--- src/dtcu_pkg.sv ---
// Package for the dual timer/counter unit: offsets, fields, reset values.
// Assumes a single 200 MHz clock and an AHB-Lite register port.
package dtcu_pkg;
  // Register indices; the byte address is four times the index
  localparam logic [7:0] IDX_CTRL = 8'h88; // Run and flag control
  localparam logic [7:0] IDX_MODE = 8'h89; // Mode select
  localparam logic [7:0] IDX_FLO = 8'h8A; // First count low byte
  localparam logic [7:0] IDX_SLO = 8'h8B; // Second count low byte
  localparam logic [7:0] IDX_FHI = 8'h8C; // First count high byte
  localparam logic [7:0] IDX_SHI = 8'h8D; // Second count high byte
  localparam logic [7:0] IDX_PRESC = 8'h8F; // Prescaler select
  localparam logic [7:0] IDX_INV = 8'h90; // Trigger invert and service
  localparam logic [9:0] ADDR_CTRL = {IDX_CTRL, 2'b00};
  localparam logic [9:0] ADDR_MODE = {IDX_MODE, 2'b00};
  localparam logic [9:0] ADDR_FLO = {IDX_FLO, 2'b00};
  localparam logic [9:0] ADDR_SLO = {IDX_SLO, 2'b00};
  localparam logic [9:0] ADDR_FHI = {IDX_FHI, 2'b00};
  localparam logic [9:0] ADDR_SHI = {IDX_SHI, 2'b00};
  localparam logic [9:0] ADDR_PRESC = {IDX_PRESC, 2'b00};
  localparam logic [9:0] ADDR_INV = {IDX_INV, 2'b00};
  // Control register fields
  localparam int CTRL_SOVF = 7;
  localparam int CTRL_SRUN = 6;
  localparam int CTRL_FOVF = 5;
  localparam int CTRL_FRUN = 4;
  localparam int CTRL_BFLAG = 3;
  localparam int CTRL_BTYPE = 2;
  localparam int CTRL_AFLAG = 1;
  localparam int CTRL_ATYPE = 0;
  // Mode register fields, per timer nibble (first at 0, second at 4)
  localparam int MODE_SECOND_BASE = 4;
  localparam int MODE_GATE = 3;
  localparam int MODE_CNT = 2;
  localparam int INV_BIT = 1;
  // Service register bits (write 1 = interrupt serviced)
  localparam int SVC_FOVF = 2;
  localparam int SVC_SOVF = 3;
  localparam int SVC_AFLAG = 4;
  localparam int SVC_BFLAG = 5;
  // Reset values
  localparam logic [7:0] CTRL_RESET = 8'h00;
  localparam logic [7:0] MODE_RESET = 8'h00;
  localparam logic [3:0] PRESC_RESET = 4'hF;
  // Mode codes
  localparam logic [1:0] MODE_13 = 2'h0;
  localparam logic [1:0] MODE_16 = 2'h1;
  localparam logic [1:0] MODE_RELOAD = 2'h2;
  localparam logic [1:0] MODE_SPLIT = 2'h3;
  // Prescaler codes and divide counts
  localparam logic [1:0] PS_DIV4 = 2'h1;
  localparam logic [1:0] PS_DIV8 = 2'h2;
  localparam logic [3:0] DIV4_LAST = 4'h3;
  localparam logic [3:0] DIV8_LAST = 4'h7;
  localparam logic [3:0] DIV12_LAST = 4'hB;
endpackage

--- src/dtcu_prescaler.sv ---
// Prescaler tick generator for one timer of the dual timer/counter unit.
// Assumes synchronous active-high reset; code 00 is reserved, no ticks.
`timescale 1ns/1ps
module dtcu_prescaler (
  input wire logic clk_i, // System clock
  input wire logic rst_i, // Synchronous reset
  input wire logic [1:0] sel_i, // Divider select code
  output logic tick_o // One-cycle tick
);
  logic [3:0] cnt_reg;
  logic [3:0] last;

  // Terminal count from the select code
  always_comb begin
    case (sel_i)
      dtcu_pkg::PS_DIV4: last = dtcu_pkg::DIV4_LAST;
      dtcu_pkg::PS_DIV8: last = dtcu_pkg::DIV8_LAST;
      default: last = dtcu_pkg::DIV12_LAST;
    endcase
  end

  // Free-running divider; reserved code holds it still
  always_ff @(posedge clk_i) begin
    if (rst_i || sel_i == 2'h0) begin
      cnt_reg <= 4'h0;
    end else if (cnt_reg >= last) begin
      cnt_reg <= 4'h0;
    end else begin
      cnt_reg <= cnt_reg + 4'h1;
    end
  end

  assign tick_o = (sel_i != 2'h0) && (cnt_reg >= last);

  chk_div_period: assert property (@(posedge clk_i) disable iff (rst_i)
    (tick_o && sel_i == dtcu_pkg::PS_DIV4 && $stable(sel_i))
      |=> (!tick_o && sel_i == dtcu_pkg::PS_DIV4)[*3] ##1 tick_o
      or ##[1:3] sel_i != dtcu_pkg::PS_DIV4)
    else $error("divide by 4 period wrong");
endmodule

--- src/dtcu_top.sv ---
// Dual timer/counter unit with AHB-Lite register access.
// Assumes count and interrupt pins are synchronous to CLK_I.
`timescale 1ns/1ps
module dtcu_top (
  input wire logic CLK_I, // System clock
  input wire logic RST_I, // Synchronous reset, active high
  input wire logic HSEL_I, // Slave select
  input wire logic [31:0] HADDR_I, // Byte address
  input wire logic [1:0] HTRANS_I, // Transfer type
  input wire logic HWRITE_I, // Write strobe
  input wire logic [2:0] HSIZE_I, // Transfer size
  input wire logic [31:0] HWDATA_I, // Write data
  input wire logic HREADY_I, // Bus ready
  output logic [31:0] HRDATA_O, // Read data
  output logic HREADYOUT_O, // Slave ready
  output logic HRESP_O, // Always OKAY
  input wire logic FIRST_COUNT_INPUT_PIN_I, // First count input
  input wire logic SECOND_COUNT_INPUT_PIN_I, // Second count input
  input wire logic EXT_IRQ_A_PIN_I, // First ext interrupt and gate
  input wire logic EXT_IRQ_B_PIN_I, // Second ext interrupt and gate
  output logic FIRST_OVERFLOW_O, // First overflow flag
  output logic SECOND_OVERFLOW_O, // Second overflow flag
  output logic EXT_IRQ_A_O, // First ext flag
  output logic EXT_IRQ_B_O // Second ext flag
);
  logic [7:0] ctrl_reg;
  logic [7:0] mode_reg;
  logic [3:0] presc_reg;
  logic inv_reg;
  logic [7:0] flo_reg, fhi_reg, slo_reg, shi_reg;
  logic wr_pend_reg;
  logic [9:0] waddr_reg;
  logic [31:0] rdata_reg;
  logic fcnt_d_reg, scnt_d_reg, irqa_d_reg, irqb_d_reg;
  logic ftick, stick;
  logic wr_en;
  logic [7:0] wdat;
  logic fpin_fall, spin_fall, a_trig, b_trig;
  logic [1:0] fmode, smode;
  logic f_run, s_run, split_hi_run;
  logic f_ovf, s_ovf, hi_ovf;
  logic [7:0] flo_next, fhi_next, slo_next, shi_next;
  logic [1:0] svc_fovf, svc_sovf;

  // Two prescalers, one per timer
  dtcu_prescaler u_ps_first (
    .clk_i(CLK_I),
    .rst_i(RST_I),
    .sel_i(presc_reg[1:0]),
    .tick_o(ftick)
  );
  dtcu_prescaler u_ps_second (
    .clk_i(CLK_I),
    .rst_i(RST_I),
    .sel_i(presc_reg[3:2]),
    .tick_o(stick)
  );

  // Bus: zero wait states, OKAY always; write lands in data phase
  assign HREADYOUT_O = 1'b1;
  assign HRESP_O = 1'b0;
  assign wr_en = wr_pend_reg;
  assign wdat = HWDATA_I[7:0];
  always_ff @(posedge CLK_I) begin
    if (RST_I) begin
      wr_pend_reg <= 1'b0;
      waddr_reg <= 10'h000;
    end else begin
      wr_pend_reg <= HSEL_I && HREADY_I && HTRANS_I[1] && HWRITE_I;
      waddr_reg <= HADDR_I[9:0];
    end
  end

  // Read data registered at the address phase; unmapped reads zero
  always_ff @(posedge CLK_I) begin
    if (RST_I) begin
      rdata_reg <= 32'h0000_0000;
    end else if (HSEL_I && HREADY_I && HTRANS_I[1] && !HWRITE_I) begin
      case (HADDR_I[9:0])
        dtcu_pkg::ADDR_CTRL: rdata_reg <= {24'h000000, ctrl_reg};
        dtcu_pkg::ADDR_MODE: rdata_reg <= {24'h000000, mode_reg};
        dtcu_pkg::ADDR_FLO: rdata_reg <= {24'h000000, flo_reg};
        dtcu_pkg::ADDR_SLO: rdata_reg <= {24'h000000, slo_reg};
        dtcu_pkg::ADDR_FHI: rdata_reg <= {24'h000000, fhi_reg};
        dtcu_pkg::ADDR_SHI: rdata_reg <= {24'h000000, shi_reg};
        dtcu_pkg::ADDR_PRESC: rdata_reg <= {28'h0000000, presc_reg};
        dtcu_pkg::ADDR_INV: rdata_reg <= {30'h0, inv_reg, 1'b0};
        default: rdata_reg <= 32'h0000_0000;
      endcase
    end
  end
  assign HRDATA_O = rdata_reg;

  // Pin history for edge detection
  always_ff @(posedge CLK_I) begin
    if (RST_I) begin
      fcnt_d_reg <= 1'b0;
      scnt_d_reg <= 1'b0;
      irqa_d_reg <= 1'b0;
      irqb_d_reg <= 1'b0;
    end else begin
      fcnt_d_reg <= FIRST_COUNT_INPUT_PIN_I;
      scnt_d_reg <= SECOND_COUNT_INPUT_PIN_I;
      irqa_d_reg <= EXT_IRQ_A_PIN_I;
      irqb_d_reg <= EXT_IRQ_B_PIN_I;
    end
  end
  // Falling edge seen over two samples; caps rate at half the clock
  assign fpin_fall = fcnt_d_reg && !FIRST_COUNT_INPUT_PIN_I;
  assign spin_fall = scnt_d_reg && !SECOND_COUNT_INPUT_PIN_I;

  // Trigger select: edge or level, polarity flipped by invert bit
  always_comb begin
    if (ctrl_reg[dtcu_pkg::CTRL_ATYPE]) begin
      a_trig = inv_reg ? (!irqa_d_reg && EXT_IRQ_A_PIN_I)
                       : (irqa_d_reg && !EXT_IRQ_A_PIN_I);
    end else begin
      a_trig = inv_reg ? EXT_IRQ_A_PIN_I : !EXT_IRQ_A_PIN_I;
    end
    if (ctrl_reg[dtcu_pkg::CTRL_BTYPE]) begin
      b_trig = inv_reg ? (!irqb_d_reg && EXT_IRQ_B_PIN_I)
                       : (irqb_d_reg && !EXT_IRQ_B_PIN_I);
    end else begin
      b_trig = inv_reg ? EXT_IRQ_B_PIN_I : !EXT_IRQ_B_PIN_I;
    end
  end

  assign fmode = mode_reg[1:0];
  assign smode = mode_reg[5:4];

  // Count enables: run bit, gate, then tick or pin edge
  always_comb begin
    f_run = ctrl_reg[dtcu_pkg::CTRL_FRUN]
      && (!mode_reg[dtcu_pkg::MODE_GATE] || EXT_IRQ_A_PIN_I)
      && (mode_reg[dtcu_pkg::MODE_CNT] ? fpin_fall : ftick);
    s_run = ctrl_reg[dtcu_pkg::CTRL_SRUN]
      && (!mode_reg[dtcu_pkg::MODE_SECOND_BASE + dtcu_pkg::MODE_GATE]
          || EXT_IRQ_B_PIN_I)
      && (mode_reg[dtcu_pkg::MODE_SECOND_BASE + dtcu_pkg::MODE_CNT]
          ? spin_fall : stick)
      && (smode != dtcu_pkg::MODE_SPLIT);
    // Split high byte: timer only, second run bit
    split_hi_run = ctrl_reg[dtcu_pkg::CTRL_SRUN] && ftick;
  end

  // First timer next-state per mode
  always_comb begin
    flo_next = flo_reg;
    fhi_next = fhi_reg;
    f_ovf = 1'b0;
    hi_ovf = 1'b0;
    case (fmode)
      dtcu_pkg::MODE_13: begin
        flo_next = {3'h0, flo_reg[4:0]};
        if (f_run) begin
          {fhi_next, flo_next[4:0]} = {fhi_reg, flo_reg[4:0]} + 13'h1;
          f_ovf = (fhi_reg == 8'hFF) && (flo_reg[4:0] == 5'h1F);
        end
      end
      dtcu_pkg::MODE_16: begin
        if (f_run) begin
          {fhi_next, flo_next} = {fhi_reg, flo_reg} + 16'h1;
          f_ovf = {fhi_reg, flo_reg} == 16'hFFFF;
        end
      end
      dtcu_pkg::MODE_RELOAD: begin
        if (f_run) begin
          f_ovf = flo_reg == 8'hFF;
          flo_next = f_ovf ? fhi_reg : flo_reg + 8'h01;
        end
      end
      default: begin
        if (f_run) begin
          flo_next = flo_reg + 8'h01;
          f_ovf = flo_reg == 8'hFF;
        end
        if (split_hi_run) begin
          fhi_next = fhi_reg + 8'h01;
          hi_ovf = fhi_reg == 8'hFF;
        end
      end
    endcase
  end

  // Second timer next-state; mode three holds it
  always_comb begin
    slo_next = slo_reg;
    shi_next = shi_reg;
    s_ovf = 1'b0;
    case (smode)
      dtcu_pkg::MODE_13: begin
        slo_next = {3'h0, slo_reg[4:0]};
        if (s_run) begin
          {shi_next, slo_next[4:0]} = {shi_reg, slo_reg[4:0]} + 13'h1;
          s_ovf = (shi_reg == 8'hFF) && (slo_reg[4:0] == 5'h1F);
        end
      end
      dtcu_pkg::MODE_16: begin
        if (s_run) begin
          {shi_next, slo_next} = {shi_reg, slo_reg} + 16'h1;
          s_ovf = {shi_reg, slo_reg} == 16'hFFFF;
        end
      end
      dtcu_pkg::MODE_RELOAD: begin
        if (s_run) begin
          s_ovf = slo_reg == 8'hFF;
          slo_next = s_ovf ? shi_reg : slo_reg + 8'h01;
        end
      end
      default: begin
        slo_next = slo_reg;
      end
    endcase
  end

  // Count registers; software write takes priority over counting
  always_ff @(posedge CLK_I) begin
    if (RST_I) begin
      flo_reg <= 8'h00;
      fhi_reg <= 8'h00;
      slo_reg <= 8'h00;
      shi_reg <= 8'h00;
    end else begin
      flo_reg <= (wr_en && waddr_reg == dtcu_pkg::ADDR_FLO) ? wdat : flo_next;
      fhi_reg <= (wr_en && waddr_reg == dtcu_pkg::ADDR_FHI) ? wdat : fhi_next;
      slo_reg <= (wr_en && waddr_reg == dtcu_pkg::ADDR_SLO) ? wdat : slo_next;
      shi_reg <= (wr_en && waddr_reg == dtcu_pkg::ADDR_SHI) ? wdat : shi_next;
    end
  end

  // Mode, prescaler, invert configuration
  always_ff @(posedge CLK_I) begin
    if (RST_I) begin
      mode_reg <= dtcu_pkg::MODE_RESET;
      presc_reg <= dtcu_pkg::PRESC_RESET;
      inv_reg <= 1'b0;
    end else if (wr_en) begin
      if (waddr_reg == dtcu_pkg::ADDR_MODE) mode_reg <= wdat;
      if (waddr_reg == dtcu_pkg::ADDR_PRESC) presc_reg <= wdat[3:0];
      if (waddr_reg == dtcu_pkg::ADDR_INV) inv_reg <= wdat[dtcu_pkg::INV_BIT];
    end
  end

  // Service strobes from the invert register write (flag clear on service)
  assign svc_fovf = {wr_en && waddr_reg == dtcu_pkg::ADDR_INV
                     && wdat[dtcu_pkg::SVC_SOVF],
                     wr_en && waddr_reg == dtcu_pkg::ADDR_INV
                     && wdat[dtcu_pkg::SVC_FOVF]};
  assign svc_sovf = {wr_en && waddr_reg == dtcu_pkg::ADDR_INV
                     && wdat[dtcu_pkg::SVC_BFLAG],
                     wr_en && waddr_reg == dtcu_pkg::ADDR_INV
                     && wdat[dtcu_pkg::SVC_AFLAG]};

  // Control register: software write then hardware set; set wins
  always_ff @(posedge CLK_I) begin
    if (RST_I) begin
      ctrl_reg <= dtcu_pkg::CTRL_RESET;
    end else begin
      logic [7:0] c;
      c = ctrl_reg;
      if (wr_en && waddr_reg == dtcu_pkg::ADDR_CTRL) c = wdat;
      if (svc_fovf[0]) c[dtcu_pkg::CTRL_FOVF] = 1'b0;
      if (svc_fovf[1]) c[dtcu_pkg::CTRL_SOVF] = 1'b0;
      if (svc_sovf[0]) c[dtcu_pkg::CTRL_AFLAG] = 1'b0;
      if (svc_sovf[1]) c[dtcu_pkg::CTRL_BFLAG] = 1'b0;
      if (f_ovf) c[dtcu_pkg::CTRL_FOVF] = 1'b1;
      // Split mode hands second flag to the high byte
      if (fmode == dtcu_pkg::MODE_SPLIT) begin
        if (hi_ovf) c[dtcu_pkg::CTRL_SOVF] = 1'b1;
      end else if (s_ovf) begin
        c[dtcu_pkg::CTRL_SOVF] = 1'b1;
      end
      if (a_trig) c[dtcu_pkg::CTRL_AFLAG] = 1'b1;
      if (b_trig) c[dtcu_pkg::CTRL_BFLAG] = 1'b1;
      ctrl_reg <= c;
    end
  end

  assign FIRST_OVERFLOW_O = ctrl_reg[dtcu_pkg::CTRL_FOVF];
  assign SECOND_OVERFLOW_O = ctrl_reg[dtcu_pkg::CTRL_SOVF];
  assign EXT_IRQ_A_O = ctrl_reg[dtcu_pkg::CTRL_AFLAG];
  assign EXT_IRQ_B_O = ctrl_reg[dtcu_pkg::CTRL_BFLAG];

  // Checks
  chk_ovf_sets_flag: assert property (@(posedge CLK_I) disable iff (RST_I)
    f_ovf |=> FIRST_OVERFLOW_O)
    else $error("overflow did not set first flag");
  chk_mode0_topbits: assert property (@(posedge CLK_I) disable iff (RST_I)
    (fmode == dtcu_pkg::MODE_13
     && !(wr_en && waddr_reg == dtcu_pkg::ADDR_FLO))
    |=> flo_reg[7:5] == 3'h0)
    else $error("mode zero upper bits not zero");
  chk_run_off_hold: assert property (@(posedge CLK_I) disable iff (RST_I)
    (!ctrl_reg[dtcu_pkg::CTRL_FRUN] && fmode == dtcu_pkg::MODE_16 && !wr_en)
    |=> $stable({fhi_reg, flo_reg}))
    else $error("first timer moved while stopped");
  chk_reload_value: assert property (@(posedge CLK_I) disable iff (RST_I)
    (fmode == dtcu_pkg::MODE_RELOAD && f_run && flo_reg == 8'hFF && !wr_en)
    |=> flo_reg == $past(fhi_reg))
    else $error("reload value wrong");
  chk_second_stop: assert property (@(posedge CLK_I) disable iff (RST_I)
    (smode == dtcu_pkg::MODE_SPLIT && !wr_en) |=> $stable(slo_reg))
    else $error("second timer moved in mode three");
  chk_gate_blocks: assert property (@(posedge CLK_I) disable iff (RST_I)
    (mode_reg[dtcu_pkg::MODE_GATE] && !EXT_IRQ_A_PIN_I) |-> !f_run)
    else $error("gate did not block first timer");
  chk_counter_edge: assert property (@(posedge CLK_I) disable iff (RST_I)
    (mode_reg[dtcu_pkg::MODE_CNT] && f_run)
    |-> $fell(FIRST_COUNT_INPUT_PIN_I))
    else $error("counter advanced without falling edge");
  chk_16_wrap: assert property (@(posedge CLK_I) disable iff (RST_I)
    (fmode == dtcu_pkg::MODE_16 && f_run && {fhi_reg, flo_reg} == 16'hFFFF
     && !wr_en) |=> {fhi_reg, flo_reg} == 16'h0000)
    else $error("sixteen bit wrap wrong");
  chk_split_hi_flag: assert property (@(posedge CLK_I) disable iff (RST_I)
    (fmode == dtcu_pkg::MODE_SPLIT && hi_ovf) |=> SECOND_OVERFLOW_O)
    else $error("split high byte flag missing");
  cov_mode13_ovf: cover property (@(posedge CLK_I)
    fmode == dtcu_pkg::MODE_13 && f_ovf);
  cov_reload: cover property (@(posedge CLK_I)
    smode == dtcu_pkg::MODE_RELOAD && s_ovf);
  cov_split: cover property (@(posedge CLK_I) hi_ovf && f_ovf);
  cov_ext_edge: cover property (@(posedge CLK_I)
    ctrl_reg[dtcu_pkg::CTRL_ATYPE] && a_trig);
endmodule

--- config.mk ---
export PLATFORM = sky130hd
export DESIGN_NAME = dtcu_top
export DESIGN_NICKNAME = d
export VERILOG_FILES = /design/src/dtcu_pkg.sv /design/src/dtcu_prescaler.sv /design/src/dtcu_top.sv
export SDC_FILE = /design/constraint.sdc
export NUM_CORES = 1
export LEC_CHECK = 0
export CAP_MARGIN = 20
export CORE_MARGIN = 2
export CORE_UTILIZATION = 58
export CTS_CLUSTER_SIZE = 20
export DETAILED_ROUTE_END_ITERATION = 12
export DONT_BUFFER_PORTS = 1
export GPL_TIMING_DRIVEN = 0
export PLACE_DENSITY = 0.84
export REMOVE_ABC_BUFFERS = 1
export SKIP_CTS_REPAIR_TIMING = 1
export SLEW_MARGIN = 0
export SYNTH_ARGS = -nofsm -noshare
export SYNTH_HDL_FRONTEND = slang
export SYNTH_HIERARCHICAL = 1
export SYNTH_SLANG_ARGS = --single-unit
export TNS_END_PERCENT = 20
--- constraint.sdc ---
create_clock -name CLK_I -period 2.4 [get_ports CLK_I]
set_input_delay 0.36 -clock CLK_I [delete_from_list [all_inputs] [get_ports CLK_I]]
set_output_delay 0.36 -clock CLK_I [all_outputs]
set_load 0.05 [all_outputs]
Word-level counts from Yosys, hierarchy flattened
Cells that the tools add are included.

storage, ports and cells
  register bits = 108
  latch bits = 0
  RAM bits = 0
  memory bits (read-only) = 0
  bits of input ports = 78
  output and inout bits = 38
  word-level logic and storage cells = 200
  memories = 0

operators by class
  add/sub/neg operators = 9
  multipliers = 0
  div/mod/pow operators = 0
  magnitude comparators = 2
  equal/unequal tests = 44
  shift operators = 0
  muxes and demuxes = 54
  bitwise gates (word level) = 0
  reduce and logical (&&, ||, !) cells = 68

operators with widths
  cell                                                 number
  equality test 10 bit, second input constant          16
  2-to-1 mux 8 bit                                     17
  case mux 8 bit (3 select lines)                      3
  case mux 8 bit (8 select lines)                      1
  adder 16 x 1 -> 16 bit, second input constant        2
  equality test 16 bit, second input constant          2
  equality test 8 bit, second input constant           4
  logical AND 1 bit                                    30
  inequality test 3 bit, second input constant         9
  adder 13 x 1 -> 13 bit, second input constant        2
  2-to-1 mux 1 bit                                     26
  adder 8 x 1 -> 8 bit, second input constant          3
  case mux 4 bit (2 select lines)                      2
  case mux 8 bit (2 select lines)                      1
  nonzero test 3 bit                                   5
  equality test 2 bit, second input constant           5
  equality test 5 bit, second input constant           2
  2-to-1 mux 5 bit                                     2
  zero test 1 bit                                      9
  AND reduction 3 bit                                  3
  adder 4 x 1 -> 4 bit, second input constant          2
  equality test 2 x 1 -> 1 bit, second input constant  4
  greater-or-equal comparator 4 bit                    2
  zero test 2 bit                                      4
  other kinds (10)                                     21

Logic depth before layout (Yosys ltp)
Gate-level depths: netlist of run 1.

  depth after elaboration = 11
  mapped depth = 13
  depth with buffers taken out = 12

Hierarchy
The synthesis of run 1 kept the hierarchy.

modules (own cells, without submodules)
  module          times used  cells each  area an instance (sq um)  sequential area each (sq um)
  dtcu_top        1           590         4865.9                    1521.5
  dtcu_prescaler  2           24          222.7                     80.1

Worst setup path after synthesis of run 1
OpenSTA, ideal clock, no wires.

  path type = register to register
  start point = register presc_reg[0]
  end point = register fhi_reg[7]
  library setup time = 74 ps
  data arrival time = 2308 ps
  setup slack = 18 ps
  stages on the path, launching flop included = 11
  buffers on the path = 0
  period minus slack after synthesis = 2382 ps
  cell sequence = dfxtp_1 inv_1 ha_1 ha_1 a21oi_1 nor2_1 nand2_1 nor3_1 o221ai_1 or3_1 a31oi_1

between the ends
  longest elaborated chain between the ends = 8

RTL lines
  what                                                                        RTL line              RTL
  start: declaration                                                          dtcu_top.sv:28        logic [3:0] presc_reg;
  start signal: assignment                                                    dtcu_top.sv:235       presc_reg <= dtcu_pkg::PRESC_RESET;
  start signal: assignment                                                    dtcu_top.sv:239       if (waddr_reg == dtcu_pkg::ADDR_PRESC) presc_reg <= wdat[3:0];
  equality test 2 bit / equality test 2 x 1 -> 1 bit (equally long branches)  dtcu_prescaler.sv:15  case (sel_i)
  case mux 4 bit (2 select lines)                                             dtcu_prescaler.sv:15
  greater-or-equal comparator 4 bit                                           dtcu_prescaler.sv:33  assign tick_o = (sel_i != 2'h0) && (cnt_reg >= last);
  logical AND 1 bit (*)                                                       dtcu_prescaler.sv:33
  net ftick                                                                   dtcu_top.sv:35        logic ftick, stick;
  2-to-1 mux 1 bit                                                            dtcu_top.sv:135       && (mode_reg[dtcu_pkg::MODE_CNT] ? fpin_fall : ftick);
  logical AND 1 bit                                                           dtcu_top.sv:135
  inequality test 3 bit (no source line)                                      --
  AND reduction 4 bit (no source line) (*)                                    --
  end signal: assignment                                                      dtcu_top.sv:225       fhi_reg <= (wr_en && waddr_reg == dtcu_pkg::ADDR_FHI) ? wdat : fhi_next;
  end: declaration                                                            dtcu_top.sv:30        logic [7:0] flo_reg, fhi_reg, slo_reg, shi_reg;

The timed path passes the listed nets; every way through them passes the cells marked *.
A chain may end at the register's enable or synchronous reset.

Worst setup path after layout of run 1
  start point = register presc_reg[0]
  end point = register fhi_reg[4]

Same word-level chain as after synthesis.

==> results of run 1 <==
-- stage by stage --
stage                      util  instance area, um^2  setup slack (ns)
final                     0.663                 5840           -0.0789
after global routing      0.663                 5840            -0.169
after CTS                 0.614                 5410            -0.651
after detailed placement  0.592                 5210            -0.613
after global placement    0.592                 5210            -0.532
after floorplan               -                 5070           -0.0216
-- final timing paths --
kind                                                to  cells past startpoint  slack (ns)
worst max register to register              fhi_reg[4]                     11       -0.08
worst min register to register  u_ps_second/cnt_reg[0]                      1        0.45
worst min-delay path                        irqa_d_reg                      1        0.04
worst max-delay path                        fhi_reg[4]                     11       -0.08
-- routing by layer --
layer | wire length (um) | share of wire | vias to the layer above
li1 | - | - | 2272
met2 | 7480 | 0.49 | 333
met1 | 5810 | 0.38 | 2381
met4 | 368 | 0.024 | 0
met3 | 1730 | 0.11 | 40
met5 | 0 | 0 | -
-- area by class of cell --
| type | count | area (um^2) |
|---|---|---|
| repair buffers | 15 | 130 |
| fillers | 682 | 2970 |
| clock inverters | 6 | 70.1 |
| clock buffers | 10 | 128 |
| flip-flops and latches | 84 | 1700 |
| inverters | 28 | 110 |
| multi-input cells | 492 | 3570 |
| well taps | 108 | 135 |
-- cells in the mapped netlist, drive strengths merged, types with 4 or more instances --
master    n
a22oi     4
o21ai    43
nor3      9
and4      5
nand4    12
o2bb2ai   8
xnor2    12
inv      27
nor2b    26
buf      35
mux2i    38
a31oi    14
clkbuf   23
a21o      8
o31a      4
nand2b    8
nand2    53
and3      6
ha       20
or3       9
and2      6
mux4      4
nor2     42
o22ai     4
or4       5
nor4      4
a21oi    31
nand3    23
o221ai    4
dfxtp    84
a211oi    9
-- kinds of logic after synthesis --
logic type	Yosys count	share of synthesized area
AO/OA/AOI/OAI	166	0.210
XOR/XNOR	14	0.0231
adder cells (fa/ha/maj)	20	0.0471
buffers and inverters	86	0.0813
flip-flops	84	0.317
multiplexers	45	0.0963
other	2	0.00141
AND/OR/NAND/NOR	221	0.224
-- power by group --
part	switching (uW)	internal, uW
combinational	150	60.5
sequential	27.0	1410
clock	577	489
total	754	1960
-- placed cells by master, fill, tap and decap left out, types with 4 or more instances in the layout --
| cell | Yosys | final |
|---|---|---|
| ha_1 | 20 | 12 |
| a21o_1 | 8 | 8 |
| xnor2_1 | 12 | 11 |
| conb_1 | 2 | 26 |
| nand2b_1 | 8 | 8 |
| nor3_1 | 8 | 7 |
| o31a_1 | 4 | 4 |
| mux4_2 | 4 | 4 |
| o22ai_1 | 4 | 4 |
| o2bb2ai_1 | 8 | 8 |
| dfxtp_4 | 0 | 4 |
| mux2i_1 | 38 | 38 |
| inv_1 | 27 | 22 |
| nor2_1 | 42 | 40 |
| nand4_1 | 12 | 12 |
| buf_4 | 26 | 11 |
| ha_4 | 0 | 8 |
| and4_1 | 5 | 5 |
| and2_1 | 6 | 5 |
| nand2_1 | 53 | 53 |
| a31oi_1 | 14 | 14 |
| dfxtp_1 | 84 | 79 |
| or3_1 | 9 | 8 |
| nand3_1 | 23 | 23 |
| and3_1 | 6 | 6 |
| a211oi_1 | 9 | 5 |
| nor2b_1 | 26 | 25 |
| clkbuf_8 | 0 | 9 |
| a21oi_1 | 31 | 27 |
| o21ai_0 | 43 | 43 |
-- worst max-delay path, cell delays in order, from the launching register on --
cell	delay (ns)
dfxtp_4	0.39
inv_4	0.05
buf_12	0.11
ha_4	0.22
ha_4	0.28
a21oi_4	0.06
nor2_4	0.12
nor2b_4	0.17
o2111a_2	0.29
o221ai_4	0.17
or3_1	0.37
a31oi_1	0.17
==> flow_metrics.tcl, run 1 <==
set metrics [dict create \
    power.density_mw_per_mm2 465 \
    die_h_um 99.7 \
    clk_pin_slew_ns 0.10 \
    port_buffers 0 \
    whs_ns 0.0395 \
    wirelength_um 15400 \
    cp-end-kind "flip-flop" \
    cts_buffers 9 \
    final.period_utilization 1.03 \
    initial_core_util 0.603 \
    relSlewSlack 0.363 \
    cap_violations 0 \
    syn-cell-area_mm2 0.00531 \
    critPathKind "flip-flop to flip-flop" \
    clock_tree.buffer_depth 2 \
    dpl.cell_count 712 \
    use_met3 0.0513 \
    synthTopCellsByArea "dfxtp_1, mux2i_1, ha_1" \
    grt_max_degree 52 \
    r2r_start "presc_reg[0]" \
    ant_nets 0 \
    synth_cell_types 69 \
    place_congestion 0.961 \
    row_count 34 \
    gr-total-overflow 0 \
    worstPathRequired_ns 2.70 \
    die_w_um 99.7 \
    vias 5026 \
    cts_root_buffer "clkbuf_8" \
    finalHoldViolations 0 \
    layout_min_cycle_time_ns 2.48 \
    power_uw 2720 \
    antenna_found_initial 0 \
    htree_levels 3 \
    finalSetupViolations 7 \
    syn_avg_cell_area_um2 8.32 \
    critPathArrivalTime_ns 2.78 \
    final-max-slew-violation-count 0 \
    violations "setup timing" \
    grt_use_total 0.299 \
    grt_setup_unrepaired "yes" \
    setup_tns_ns -0.333 \
    ir_drop_uv 404 \
    fin_nets 728 \
    yosysTopAreaCellShare 0.317 \
    diodes 0 \
    first_pass_iters 5 \
    setup.worst_path.start "presc_reg[0]" \
    synth_seq_cells 84 \
    yosysWarnings 6 \
    ys_seq_area_frac 0.317 \
    largest_reg_flops 10 \
    start_kind "flip-flop" \
    synth-edff-count 0 \
    synth_area_leader_cell "dfxtp_1" \
    worst_pin_slew_ns 0.951 \
    layoutNonFillerInstCount 743 \
    dp_hpwl_um 10400 \
    wl_per_cell_um 20.7 \
    use_met1 0.401 \
    setup_slack_ns -0.0789 \
    cellLeakagePower_uw 0.00205 \
    grt_pass1_wl_um 23500 \
    ios 116 \
    clkLatencyLatePin_ns 0.38 \
    area_growth_pct 9.96 \
    clock-sinks 84 \
    drt_iter0_drc 408 \
    grt_pass1_vias 4559 \
    min-delay-start "RST_I" \
    vias_per_cell 6.76 \
    core_area_mm2 0.00881 \
    clock-skew-final_ns 0.0117 \
    synthCells 638 \
    cts_tree "built" \
    status "complete, but fails checks" \
    drcViolationCount 0 \
    drive_above_1_share 0.139 \
    fmax_mhz 403 \
    grt_use_met2 0.484 \
    synth_ff_type "dfxtp_1" \
    hold_class "input port to flip-flop" \
    gr-max-usage-layer "met2" \
    synthArstFlopShare 0 \
    cp_max_fo 5 \
    dieArea_mm2 0.00994 \
]
Power figures use the tool's default switching activity.
==> run 2: changes to the inputs <==
==> constraint.sdc (replaced) <==
create_clock -name CLK_I -period 2.4 [get_ports CLK_I]
set_input_delay 0.24 -clock CLK_I [delete_from_list [all_inputs] [get_ports CLK_I]]
set_output_delay 0.24 -clock CLK_I [all_outputs]
set_load 0.05 [all_outputs]
==> run 2 against run 1 <==
  * The flow finishes with violations (hold timing, setup timing)
  * Critical path depth up 1
  * Core utilization rose by 1.1 points
  * Critical path type unchanged
  * Sequential share of layout area fell by 0.49 points
  * Worst setup slack worse by 0.020 ns
  * Critical endpoint unchanged
  * Largest cell class unchanged
  * Clock skew about the same
  * Non-clock buffer count increased by 9
  * Hold slack got worse by 0.056 ns
  * Register-to-register slack got worse by 0.02 ns
  * Cell area is 1.7% higher
  * Count of clock-buffer cells in the layout unchanged
==> flow_metrics.tcl, run 2 (synthesized netlist as in run 1, its figures left out) <==
set metrics [dict create \
    cp-end-kind "flip-flop" \
    dieArea_mm2 0.00994 \
    wirelength_um 16000 \
    htree_levels 3 \
    utilization 0.675 \
    setup_slack_ns -0.0989 \
    reg2reg_slack_ns -0.1 \
    path_cells "inv_4, ha_4, inv_2, ha_4, a21o_1, a21oi_4, nor2_4, nor2b_4, o2111a_2, o221ai_4, or3_1, a31oi_1" \
    clock_tree.buffer_depth 2 \
    place_congestion 0.961 \
    combPwrFrac 0.089 \
    vias 5120 \
    final-max-slew-violation-count 0 \
    area_growth_pct 11.8 \
    vias_per_cell 6.81 \
    min_path_cells 2 \
    whs_ns -0.0163 \
    p_int_uw 1970 \
    start_kind "flip-flop" \
    grt_pass1_wl_um 23500 \
    fmax_mhz 400 \
    final_common_cell "dfxtp_1" \
    hold_path_end "flo_reg[6]" \
    cellLeakagePower_uw 0.00209 \
    row_count 34 \
    initial_core_util 0.603 \
    timing.rr.end "fhi_reg[4]" \
    worst_pin_slew_ns 0.960 \
    ant_nets 0 \
    power.density_mw_per_mm2 463 \
    first_pass_iters 8 \
    swShare 0.283 \
    drcViolationCount 0 \
    hold_class "input port to flip-flop" \
    drt_iter0_drc 471 \
    grt_use_total 0.299 \
    r2r_start "presc_reg[0]" \
    grt_setup_unrepaired "yes" \
    r2r_cells 12 \
    violations "hold timing, setup timing" \
    dp_hpwl_um 10400 \
    antenna_found_initial 0 \
    setup_tns_ns -0.451 \
    cts_tree "built" \
    largest_reg_flops 10 \
    port_buffers 0 \
    finalHoldViolations 9 \
    status "complete, but fails checks" \
    pwr-share-seq 0.523 \
    ios 116 \
    slowest_delay_ns 0.37 \
    cap_violations 0 \
    power.switching_uw 778 \
    cts_root_buffer "clkbuf_8" \
    final_cell_mix "dfxtp_1, nand2_1, o21ai_0" \
    grt_max_degree 52 \
    drive_above_1_share 0.138 \
    final.period_utilization 1.04 \
    relSlewSlack 0.357 \
    pwr-share-clk 0.388 \
    finalSetupViolations 8 \
    die_h_um 99.7 \
    wl_per_cell_um 21.3 \
    clock-skew-final_ns 0.0115 \
    grt_pass1_vias 4559 \
    fillers 670 \
    layout_min_cycle_time_ns 2.50 \
    clock-sinks 84 \
    clk_pin_slew_ns 0.09 \
    cp_common_cell "ha_4" \
    cts_buffers 9 \
    diodes 0 \
    die_w_um 99.7 \
    gr-total-overflow 0 \
    ir_drop_uv 443 \
    clkLatencyLatePin_ns 0.38 \
    min-delay-start "HWDATA_I[6]" \
    critPathArrivalTime_ns 2.80 \
    core_area_mm2 0.00881 \
    worstPathRequired_ns 2.70 \
    slowest_stage "dfxtp_4" \
    cp_max_fo 5 \
    fin_nets 737 \
    critPathKind "flip-flop to flip-flop" \
]
-- run 2: cell types whose count changed in the layout (fill, tap and decap cells not counted) --
cell / delta
buf_12: +1
dlygate4sd3_1: +8
-- run 2: area by class of cell --
cell class / instances / area [um^2] / area share
Inverter: 28 / 110 / 0.0185
Timing Repair Buffer: 24 / 230 / 0.0388
Clock inverter: 6 / 70.1 / 0.0118
Clock buffer: 10 / 128 / 0.0215
Multi-Input combinational cell: 492 / 3570 / 0.601
Sequential cell: 84 / 1700 / 0.286
Tap cell: 108 / 135 / 0.0227
-- run 2: worst max path at each step --
stage	from	end
floorplan	presc_reg[2]	slo_reg[7]
global placement	presc_reg[0]	fhi_reg[7]
detailed placement	presc_reg[1]	fhi_reg[4]
CTS	presc_reg[1]	fhi_reg[4]
global route	presc_reg[0]	fhi_reg[4]
finish	presc_reg[0]	fhi_reg[4]
-- run 2: per-layer routing --
| metal | global-route usage | vias up | wire length [um] |
|---|---|---|---|
| met5 | 0 | - | 0 |
| met4 | 0.109 | 0 | 416 |
| met3 | 0.0513 | 44 | 1800 |
| met2 | 0.484 | 343 | 7690 |
| met1 | 0.401 | 2449 | 6130 |
| li1 | - | 2284 | - |
-- run 2: per-stage QoR --
step                      power, uW  setup WS [ns]  instances  hold WS (ns)  area [um^2]
after CTS                      2690         -0.651        728       -0.0793         5410
after detailed placement       1670         -0.613        712         0.317         5210
after global placement         1670         -0.532        712         0.315         5210
after global routing           2820         -0.183        752       0.00176         5940
after floorplan                1650        -0.0216        604         0.307         5070
final                          2750        -0.0989        752       -0.0163         5940
-- run 2: worst max-delay path: cells and delay by family (launching register included) --
family          cells  cell delay (ns)
flops               1             0.37
compound gates      5             0.91
simple gates        3             0.67
fa+ha+maj           2             0.36
buf+inv             2             0.12
-- run 2: power by group through the flow --
stage	registers, uW	logic, uW	clock network (uW)
6_report	1440	245	1070
5_1_grt	1440	261	1120
4_1_cts	1440	196	1050
3_5_place_dp	1480	196	0
3_3_place_gp	1470	192	0
2_1_floorplan	1470	177	0
